$ cat src/hdl/sas_pkg.sv
// Constants for the serial register-access front end
package sas_pkg;
  localparam int          ADDR_W        = 7;
  localparam int          UPPER_W       = 3;
  localparam int          LOWER_W       = 4;
  localparam int          BYTE_W        = 8;
  localparam int          SYNC_STAGES   = 2;
  // First instruction byte: bit 7 read, bits 6:5 kind, bit 4 one, bits 3:0 marker
  localparam int          INST_RW_BIT   = 7;
  localparam logic [1:0]  KIND_UPPER    = 2'h0;
  localparam logic [1:0]  KIND_ACCESS   = 2'h1;
  // Upper setup payload: bits 2:0 upper part
  // Second instruction byte: bit 7 read, bits 6:5 size, bits 3:0 lower part
  localparam int          SIZE_HI       = 6;
  localparam int          SIZE_LO       = 5;
  localparam logic [1:0]  SIZE_STREAM   = 2'h3;
  localparam logic [2:0]  UPPER_RESET   = 3'h0;
  localparam logic [6:0]  ADDR_TOP      = 7'h7f;
  localparam logic [6:0]  ADDR_ZERO     = 7'h00;
  localparam logic [2:0]  BIT_LAST      = 3'h7;
  localparam logic [2:0]  BIT_FIRST     = 3'h0;
  typedef enum logic [1:0] {
    SAS_INST1 = 2'b00,
    SAS_UPPER = 2'b01,
    SAS_SECOND_INSTRUCTION_BYTE = 2'b10,
    SAS_DATA  = 2'b11
  } sas_state_t;
endpackage

$ cat src/hdl/sas_spi_regaccess.sv
// Serial slave front end for seven-bit register access with streaming
`timescale 1ns/1ns
module sas_spi_regaccess
  import sas_pkg::*;
(
  // Clock and reset
  input  wire logic               sys_clk_in,
  input  wire logic               rst_n_in,
  // Serial pins
  input  wire logic               chip_select_low_in,
  input  wire logic               sclk_in,
  input  wire logic               sdi_in,
  input  wire logic               data_ready_low_in,
  output logic                    sdo_out,
  output logic                    sdo_oe_n_out,
  // Stream control
  input  wire logic               stream_kind_bit_in,
  input  wire logic [ADDR_W-1:0]  stream_span_field_in,
  // Register file side
  output logic [ADDR_W-1:0]       reg_addr_out,
  output logic [BYTE_W-1:0]       reg_wdata_out,
  output logic                    reg_wr_out,
  output logic                    reg_rd_out,
  input  wire logic [BYTE_W-1:0]  reg_rdata_in,
  // Status
  output logic [UPPER_W-1:0]      upper_address_part_out,
  output logic                    busy_out
);

  ////////////////////////////////////////////////////////////////////////////
  // Pin synchronisers
  // Reset to idle pin levels so no false edge follows
  logic [SYNC_STAGES-1:0] cs_sync_reg;
  logic [SYNC_STAGES-1:0] sck_sync_reg;
  logic [SYNC_STAGES-1:0] sdi_sync_reg;
  logic                   sck_prev_reg;

  always_ff @(posedge sys_clk_in) begin
    if (!rst_n_in) begin
      cs_sync_reg  <= '1;
      sck_sync_reg <= '0;
      sdi_sync_reg <= '0;
      sck_prev_reg <= 1'b0;
    end else begin
      cs_sync_reg  <= {cs_sync_reg[0], chip_select_low_in};
      sck_sync_reg <= {sck_sync_reg[0], sclk_in};
      sdi_sync_reg <= {sdi_sync_reg[0], sdi_in};
      sck_prev_reg <= sck_sync_reg[1];
    end
  end

  logic cs_active;
  logic sck_rise;
  logic sck_fall;
  logic sdi_bit;
  assign cs_active = ~cs_sync_reg[1];
  assign sck_rise  = cs_active & sck_sync_reg[1] & ~sck_prev_reg;
  assign sck_fall  = cs_active & ~sck_sync_reg[1] & sck_prev_reg;
  assign sdi_bit   = sdi_sync_reg[1];

  ////////////////////////////////////////////////////////////////////////////
  // Bit shifter
  sas_state_t        state_reg;
  logic [2:0]        bit_cnt_reg;
  logic [BYTE_W-1:0] shift_in_reg;
  logic [BYTE_W-1:0] rx_byte;
  logic              byte_done;
  assign rx_byte   = {shift_in_reg[BYTE_W-2:0], sdi_bit};
  assign byte_done = sck_rise & (bit_cnt_reg == BIT_LAST);

  always_ff @(posedge sys_clk_in) begin
    if (!rst_n_in || !cs_active) begin
      bit_cnt_reg  <= BIT_FIRST;
      shift_in_reg <= '0;
    end else if (sck_rise) begin
      bit_cnt_reg  <= bit_cnt_reg + 3'h1;
      shift_in_reg <= rx_byte;
    end
  end

  ////////////////////////////////////////////////////////////////////////////
  // Protocol state
  logic              read_reg;
  logic              stream_reg;
  logic [ADDR_W-1:0] addr_reg;
  logic [ADDR_W-1:0] start_reg;
  logic [ADDR_W-1:0] span_cnt_reg;
  logic [UPPER_W-1:0] upper_reg;
  logic [ADDR_W-1:0] addr_next;

  // Controlled stream returns to start after span plus one bytes
  always_comb begin
    addr_next = (addr_reg == ADDR_TOP) ? ADDR_ZERO : addr_reg + 7'h01;
    if (stream_kind_bit_in && span_cnt_reg == stream_span_field_in) begin
      addr_next = start_reg;
    end
  end

  always_ff @(posedge sys_clk_in) begin
    if (!rst_n_in) begin
      state_reg    <= SAS_INST1;
      read_reg     <= 1'b0;
      stream_reg   <= 1'b0;
      addr_reg     <= ADDR_ZERO;
      start_reg    <= ADDR_ZERO;
      span_cnt_reg <= '0;
      upper_reg    <= UPPER_RESET;
    end else if (!cs_active) begin
      state_reg <= SAS_INST1;
    end else if (byte_done) begin
      case (state_reg)
        SAS_INST1: begin
          read_reg <= rx_byte[INST_RW_BIT];
          if (rx_byte[SIZE_HI:SIZE_LO] == KIND_UPPER) begin
            state_reg <= SAS_UPPER;
          end else if (rx_byte[SIZE_HI:SIZE_LO] == KIND_ACCESS) begin
            state_reg <= SAS_SECOND_INSTRUCTION_BYTE;
          end
        end
        SAS_UPPER: begin
          upper_reg <= rx_byte[UPPER_W-1:0];
          state_reg <= SAS_INST1;
        end
        SAS_SECOND_INSTRUCTION_BYTE: begin
          read_reg     <= rx_byte[INST_RW_BIT];
          stream_reg   <= (rx_byte[SIZE_HI:SIZE_LO] == SIZE_STREAM);
          addr_reg     <= {upper_reg, rx_byte[LOWER_W-1:0]};
          start_reg    <= {upper_reg, rx_byte[LOWER_W-1:0]};
          span_cnt_reg <= '0;
          state_reg    <= SAS_DATA;
        end
        SAS_DATA: begin
          if (stream_reg) begin
            addr_reg     <= addr_next;
            span_cnt_reg <= (addr_next == start_reg) ? '0 : span_cnt_reg + 7'h01;
          end else begin
            state_reg <= SAS_INST1;
          end
        end
        default: state_reg <= SAS_INST1;
      endcase
    end
  end

  // Held upper part never follows the streaming address
  assign upper_address_part_out = upper_reg;
  assign busy_out               = cs_active;

  ////////////////////////////////////////////////////////////////////////////
  // Register strobes and output shifter
  logic [BYTE_W-1:0] shift_out_reg;
  logic              load_pending_reg;
  // Read data is taken the cycle after the strobe; no shift
  // after the last bit, so the next byte can load in its place

  always_ff @(posedge sys_clk_in) begin
    if (!rst_n_in) begin
      reg_addr_out  <= ADDR_ZERO;
      reg_wdata_out <= '0;
      reg_wr_out    <= 1'b0;
      reg_rd_out    <= 1'b0;
    end else begin
      reg_wr_out <= byte_done && cs_active && state_reg == SAS_DATA && !read_reg;
      reg_rd_out <= byte_done && cs_active && !rx_byte[INST_RW_BIT] == 1'b0
                    && state_reg == SAS_SECOND_INSTRUCTION_BYTE
                    || (byte_done && cs_active && state_reg == SAS_DATA && read_reg && stream_reg);
      if (byte_done && state_reg == SAS_DATA) begin
        reg_wdata_out <= rx_byte;
        reg_addr_out  <= addr_reg;
      end
      if (byte_done && state_reg == SAS_SECOND_INSTRUCTION_BYTE) begin
        reg_addr_out <= {upper_reg, rx_byte[LOWER_W-1:0]};
      end else if (byte_done && state_reg == SAS_DATA && read_reg && stream_reg) begin
        reg_addr_out <= addr_next;
      end
    end
  end

  always_ff @(posedge sys_clk_in) begin
    if (!rst_n_in || !cs_active) begin
      shift_out_reg    <= '0;
      load_pending_reg <= 1'b0;
    end else if (reg_rd_out) begin
      load_pending_reg <= 1'b1;
    end else if (load_pending_reg) begin
      shift_out_reg    <= reg_rdata_in;
      load_pending_reg <= 1'b0;
    end else if (sck_fall && state_reg == SAS_DATA && bit_cnt_reg != BIT_FIRST) begin
      shift_out_reg <= {shift_out_reg[BYTE_W-2:0], 1'b0};
    end
  end

  // Shared pin: data during reads, data-ready level otherwise
  always_ff @(posedge sys_clk_in) begin
    if (!rst_n_in) begin
      sdo_out      <= 1'b1;
      sdo_oe_n_out <= 1'b1;
    end else begin
      sdo_oe_n_out <= ~cs_active;
      sdo_out      <= (state_reg == SAS_DATA && read_reg) ? shift_out_reg[BYTE_W-1]
                                                           : data_ready_low_in;
    end
  end

endmodule

$ cat config.mk
export PLATFORM = sky130hd
export DESIGN_NAME = sas_spi_regaccess
export DESIGN_NICKNAME = d
export VERILOG_FILES = /design/src/hdl/sas_pkg.sv /design/src/hdl/sas_spi_regaccess.sv
export SDC_FILE = /design/constraint.sdc
export NUM_CORES = 1
export LEC_CHECK = 0
export BUFFER_PORTS_ARGS = -buffer_cell sky130_fd_sc_hd__clkbuf_2
export CAP_MARGIN = 30
export CORE_ASPECT_RATIO = 1.1
export CORE_MARGIN = 2
export CORE_UTILIZATION = 52
export DETAILED_ROUTE_END_ITERATION = 10
export GPL_TIMING_DRIVEN = 0
export HOLD_SLACK_MARGIN = 0.06
export PLACE_DENSITY = 0.83
export SLEW_MARGIN = 20
export SYNTH_ARGS = -nofsm -noshare
export SYNTH_HDL_FRONTEND = slang
export SYNTH_SLANG_ARGS = --single-unit
$ cat constraint.sdc
create_clock -name sys_clk_in -period 2.1 [get_ports sys_clk_in]
set_clock_uncertainty 0.05 [all_clocks]
set_input_delay 0.21 -clock sys_clk_in [delete_from_list [all_inputs] [get_ports sys_clk_in]]
set_output_delay 0.21 -clock sys_clk_in [all_outputs]
set_load 0.05 [all_outputs]
==> flow_summary.toml, run 1 <==
[outcome]
status = "finished, violations left"
failed_checks = "negative setup slack"

[cts]
cts_max_level = 3
cts_tree = "done"
clock_sinks = 73
cts_root_buf = "clkbuf_8"
cts.path.max_buffers = 2
numCtsBuffers = 9
clk_latency_ns = 0.35
path_clk_slew_ns = 0.08

[cells_and_area]
nFillCells = 523
antenna_cells = 0
multi_input_area_um2 = 2100
ff_latch_area_um2 = 1480
layout.nets = 498
drive_above_1_share_pct = 25.1
area_delta_synth_final_pct = 25.8

[sta]
fin_ws_ns = -0.0734
post-route-period-util_pct = 103
slew_viol_final = 0
setup_viol = 5
worstMarginPinSlew_ns = 0.721
rsz0062_at_grt = "yes"
tns_ns = -0.307
finalHoldViolations = 0
fmax_mhz = 460
slew_headroom_pct = 51.9
fin_crit_ns = 2.17
timing.hold.ws_ns = 0.138

[floorplan]
dieArea_um2 = 7500
dieWidth_um = 82.8
initial_core_util_pct = 53.8
row_count = 31
core_area_um2 = 6590
ios = 45
die_h_um = 90.6

[detailed_routing]
wire_per_inst_um = 18.1
vias_per_cell = 5.93
drt_first_pass_iters = 6
drt-total-wl_mm = 10.1
vias = 3305
drc = 0
drt_iter0_drc = 268
drtAntennaViolNets = 0

[yosys]
synthTopCellsByCount = "73 x dfxtp_1, 35 x nor2_1, 34 x mux2i_1"
syn-instance-count = 397
syn_area_um2 = 3550
synthFlopType = "dfxtp_1"
synth.distinct_cells = 53
synth_top_area_share_pct = 41.2
synth.area.top_cells = "dfxtp_1 41%, mux2i_1 9.6%, nor2_1 3.7%"
avgSynthCellArea_um2 = 8.93
yosys_warnings = 0
ys_ff_latch = 73
async_flop_share_pct = 0
synth-seq-area-share_pct = 41.2
synth.most_common_cell = "dfxtp_1"
synth_edf_count = 0
post-synth-top-area-cell = "dfxtp_1"
synth_fp_nets = 424

[grt]
track_usage_pct = 28.1
grt_max_degree = 13
grt_pass1_vias = 3306
antenna_found_initial = 0
grt_overflow = 0
grt_first_pass_wirelength_mm = 16.0

[critical_path]
path_cells = "ha_4 > and3_4 > nand3_4 > or4b_4 > a221oi_4 > buf_12 > a21oi_2 > a31o_2"
critPathCaptureType = "register"
crit_type = "reg2reg"
arrival_ns = 2.36
worst_setup_path_start_kind = "register"
slowest_stage = "or4b_4"
worst-path-buf-inv = 1
critPathMaxFanout = 8
cp_top_family = "simple AND/OR/NAND/NOR gates"
critPathMaxStageDelay_ns = 0.51
crit_required_ns = 2.29

[min_path]
hp-class = "in2reg"

[placement]
place_ws_ns = -0.440
io_buffers = 44
gp_congestion = 1.05
dp_hpwl_mm = 6.48

[power_and_ir_drop]
p_per_area_nw_per_um2 = 639
irDropWorstVdd_mv = 0.486
p_leak_uw = 0.00163

[flow_run]
maxCapViolations = 0
-- worst paths after layout --
kind | startpoint | endpoint | slack, ns | cells after the start
worst min register to register | cs_sync_reg[0] | cs_sync_reg[1] | 0.36 | 1
worst max register to register | addr_reg[1] | span_cnt_reg[6] | -0.07 | 8
worst min-delay path | reg_rdata_in[1] | shift_out_reg[1] | 0.14 | 3
worst max-delay path | addr_reg[1] | span_cnt_reg[6] | -0.07 | 8
-- repair_timing --
action                                 CTS  global route
setup buffers                           10             5
endpoints found under the hold margin    5             0
gates resized for setup                 24            20
hold buffers                             5             0
setup endpoints to repair               37            28
pin swaps                                6             9
-- metal layers --
layer / vias up / track usage [%] / share of wire, %
li1: 1560 / - / -
met1: 1547 / 35.7 / 40
met5: - / 0 / 0
met2: 159 / 44.4 / 49
met3: 39 / 5.30 / 7.5
met4: 0 / 14.6 / 3.6
-- worst register-to-register path, stage by stage, from the launching register on --
cell and delay [ns]:
dfxtp_4 0.38, ha_4 0.15, and3_4 0.21, nand3_4 0.09
or4b_4 0.51, a221oi_4 0.27, buf_12 0.17, a21oi_2 0.04
a31o_2 0.21
-- per-stage QoR --
stage	area, µm²	power [µW]	utilization, %	std cells
4_1_cts	4360	2870	66.2	552
5_1_grt	4460	2940	67.7	557
2_1_floorplan	3570	1470	-	397
3_5_place_dp	3900	1510	59.1	523
6_report	4460	2850	67.7	557
3_3_place_gp	3900	1510	59.1	523
-- cell type report --
class                      count  share of cell area [%]
inverter                       5                   0.421
buffer                        23                    2.58
sequential                    73                    33.2
clock buffer                  11                    3.42
clock inverter                 4                    2.21
tap                           82                    2.30
timing repair buffer          64                    8.86
multi-input combinational    295                    47.0
-- where the power goes --
part	internal [µW]	total [µW]	switching, µW	leakage, µW
Sequential	1390	1390	6.01	0.000595
Clock	857	1370	509	0.000125
Combinational	43.4	94.6	51.2	0.000908
-- layout by cell type, fill, tap and decap left out, types with 3 or more instances in the layout --
| master | Yosys | routed |
|---|---|---|
| bufinv_16 | 0 | 3 |
| a21oi_1 | 20 | 19 |
| dfxtp_4 | 0 | 4 |
| buf_2 | 4 | 3 |
| mux2i_1 | 34 | 34 |
| nor2b_1 | 20 | 20 |
| nor2_4 | 0 | 3 |
| clkbuf_8 | 0 | 9 |
| nor2_1 | 35 | 30 |
| xnor2_1 | 13 | 13 |
| o21ai_0 | 17 | 16 |
| nand2_1 | 31 | 31 |
| dfxtp_2 | 0 | 4 |
| dfxtp_1 | 73 | 65 |
| a21boi_0 | 5 | 5 |
| nand3_1 | 14 | 14 |
| xor2_1 | 6 | 5 |
| dlygate4sd3_1 | 0 | 5 |
| a211oi_1 | 13 | 13 |
| o211ai_1 | 5 | 5 |
| a21o_1 | 4 | 4 |
| clkbuf_2 | 1 | 46 |
| nor3_1 | 4 | 3 |
| and3_1 | 5 | 3 |
| and2_1 | 8 | 8 |
| nand4_1 | 5 | 5 |
| inv_1 | 5 | 5 |
| clkbuf_1 | 17 | 14 |
| nand2b_1 | 6 | 6 |
| o31ai_1 | 5 | 4 |
| buf_4 | 0 | 14 |
| a31oi_1 | 7 | 6 |
-- logic make-up after synthesis --
| logic type | synth area share, % |
|---|---|
| multiplexers | 9.91 |
| flip-flops | 41.2 |
| buffers and inverters | 3.25 |
| adder cells (fa/ha/maj) | 1.76 |
| AND/OR/NAND/NOR | 21.6 |
| AO/OA/AOI/OAI | 17.6 |
| XOR/XNOR | 4.69 |
Power figures use the tool's default switching activity.
==> run 2: changes to the inputs <==
--- a/config.mk
+++ b/config.mk
@@ -9,12 +9,13 @@
 export CAP_MARGIN = 30
 export CORE_ASPECT_RATIO = 1.1
 export CORE_MARGIN = 2
-export CORE_UTILIZATION = 52
+export CORE_UTILIZATION = 54
+export CTS_BUF_LIST = sky130_fd_sc_hd__clkbuf_8
 export DETAILED_ROUTE_END_ITERATION = 10
 export GPL_TIMING_DRIVEN = 0
 export HOLD_SLACK_MARGIN = 0.06
-export PLACE_DENSITY = 0.83
-export SLEW_MARGIN = 20
+export PLACE_DENSITY_LB_ADDON = 0.2
+export SLEW_MARGIN = 10
 export SYNTH_ARGS = -nofsm -noshare
 export SYNTH_HDL_FRONTEND = slang
 export SYNTH_SLANG_ARGS = --single-unit
==> flow_summary.toml, run 2 (same netlist as run 1, synthesis figures left out) <==
[outcome]
status = "finished, violations left"
failed_checks = "negative setup slack"

[critical_path]
reg2reg_from = "addr_reg[0]"
path_cells = "ha_4 > and3_4 > nand3_4 > or4b_4 > a221oi_4 > buf_6 > a21oi_2 > a31o_2"
crit_type = "reg2reg"
crit_required_ns = 2.29
worst_setup_path_start_kind = "register"
worst-path-buf-inv = 1
critPathMaxStageDelay_ns = 0.50
cp.depth = 8
arrival_ns = 2.33
r2r_slack_ns = -0.04
cp_top_family = "simple AND/OR/NAND/NOR gates"
reg2reg_depth = 8
critPathCaptureType = "register"
r2r-end = "span_cnt_reg[6]"
critPathMaxFanout = 7
slowest_stage = "or4b_4"

[cells_and_area]
drive_above_1_share_pct = 26.5
final_common_cell = "dfxtp_1"
layout.nets = 498
final_cell_mix = "65 x dfxtp_1, 47 x clkbuf_2, 34 x mux2i_1, 29 x nor2_1, 28 x nand2_1"
nFillCells = 469
antenna_cells = 0
fin_area_um2 = 4440
area_delta_synth_final_pct = 25.2
final_cells = 556

[power_and_ir_drop]
pwr-share-seq_pct = 50.8
irDropWorstVdd_mv = 0.553
power_frac_comb_pct = 3.4
swShare_pct = 23.0
pwr-share-clk_pct = 45.8
power.switching_uw = 628
p_per_area_nw_per_um2 = 616
internal_power_uw = 2110
p_leak_uw = 0.00162
fin_total_pwr_uw = 2740

[placement]
dpl_cell_area_um2 = 3890
dp.cells = 521
gp_congestion = 0.945
io_buffers = 44
dp_hpwl_mm = 6.20
place_ws_ns = -0.389

[min_path]
hp-start = "reg_rdata_in[1]"
hp-class = "in2reg"
holdPathStages = 3
hold_end = "shift_out_reg[1]"

[floorplan]
core_area_um2 = 6270
dieWidth_um = 81.3
ios = 45
row_count = 30
die_h_um = 89.0
initial_core_util_pct = 56.6
dieArea_um2 = 7230

[grt]
grt_pass1_vias = 3085
track_usage_pct = 26.2
antenna_found_initial = 0
grt_max_degree = 15
grt_first_pass_wirelength_mm = 14.4
grt_overflow = 0

[detailed_routing]
vias = 3287
drt-total-wl_mm = 9.26
drtAntennaViolNets = 0
drc = 0
drt_iter0_drc = 266
drt_first_pass_iters = 5
wire_per_inst_um = 16.7
vias_per_cell = 5.91

[cts]
cts_max_level = 3
numCtsBuffers = 9
clock_sinks = 73
cts_root_buf = "clkbuf_8"
path_clk_slew_ns = 0.09
cts.path.max_buffers = 2
clk_latency_ns = 0.35
cts_tree = "done"

[sta]
fin_crit_ns = 2.14
finalHoldViolations = 0
setup_viol = 5
fmax_mhz = 468
worstMarginPinSlew_ns = 0.692
fin_ws_ns = -0.0366
post-route-period-util_pct = 102
rsz0062_at_grt = "yes"
slew_headroom_pct = 53.9
slew_viol_final = 0

[flow_run]
maxCapViolations = 0
[run 2: cell count changes in the layout (fill, tap and decap cells not counted), moves of 2 or more]
cell     change
buf_6        +2
nor2_2       +2
buf_2        -2
nand2_2      +3
nand2_1      -3
inv_6        +2
[run 2: routing by layer]
| layer | global-route usage [%] | up-vias | routed length [µm] |
|---|---|---|---|
| li1 | - | 1565 | - |
| met1 | 31.5 | 1544 | 3840 |
| met2 | 43.7 | 140 | 4450 |
| met3 | 6.57 | 38 | 670 |
| met4 | 12.6 | 0 | 297 |
| met5 | 0 | - | 0 |
[run 2: layout make-up]
| class | count | area [µm²] | share of cell area (%) |
|---|---|---|---|
| clock buffer | 9 | 124 | 2.79 |
| timing repair buffer | 65 | 398 | 8.96 |
| multi-input combinational | 295 | 2110 | 47.6 |
| sequential | 73 | 1480 | 33.4 |
| buffer | 22 | 103 | 2.31 |
| inverter | 5 | 18.8 | 0.423 |
| clock inverter | 7 | 103 | 2.31 |
| tap | 80 | 100 | 2.25 |
[run 2: per-stage QoR]
stage | util, % | setup TNS (ns) | hold slack [ns]
2_1_floorplan | - | 0 | 0.261
3_3_place_gp | 62.1 | -5.45 | 0.342
3_5_place_dp | 62.1 | -6.14 | 0.347
4_1_cts | 69.2 | -0.274 | 0.125
5_1_grt | 70.9 | -0.616 | 0.171
6_report | 70.9 | -0.105 | 0.133
[run 2: worst max path at each step]
stage	end	slack (ns)	from
final	span_cnt_reg[6]	-0.04	addr_reg[0]
after global routing	span_cnt_reg[5]	-0.11	addr_reg[0]
after CTS	span_cnt_reg[6]	-0.06	addr_reg[0]
after detailed placement	span_cnt_reg[2]	-0.39	bit_cnt_reg[0]
after global placement	span_cnt_reg[2]	-0.36	bit_cnt_reg[0]
after floorplan	span_cnt_reg[2]	0.01	addr_reg[0]
[run 2: worst reg2reg max path, cell delays in order, from the launching register on]
cell	delay, ns
dfxtp_4	0.38
ha_4	0.15
and3_4	0.21
nand3_4	0.08
or4b_4	0.50
a221oi_4	0.24
buf_6	0.17
a21oi_2	0.04
a31o_2	0.21
[run 2: power by group through the flow]
stage	combinational (µW)	clock [µW]	sequential [µW]
6_report	93.6	1250	1390
5_1_grt	101	1310	1390
4_1_cts	91.6	1260	1390
3_5_place_dp	81.9	0	1420
3_3_place_gp	80.9	0	1420
2_1_floorplan	40.5	0	1430
[run 2: what timing repair did]
action | in CTS | in global routing
gates resized for setup | 21 | 29
hold buffers | 5 | 0
hold endpoints to repair | 5 | 0
setup buffers | 12 | 5
pin swaps | 9 | 7
endpoints found under the setup margin | 36 | 36
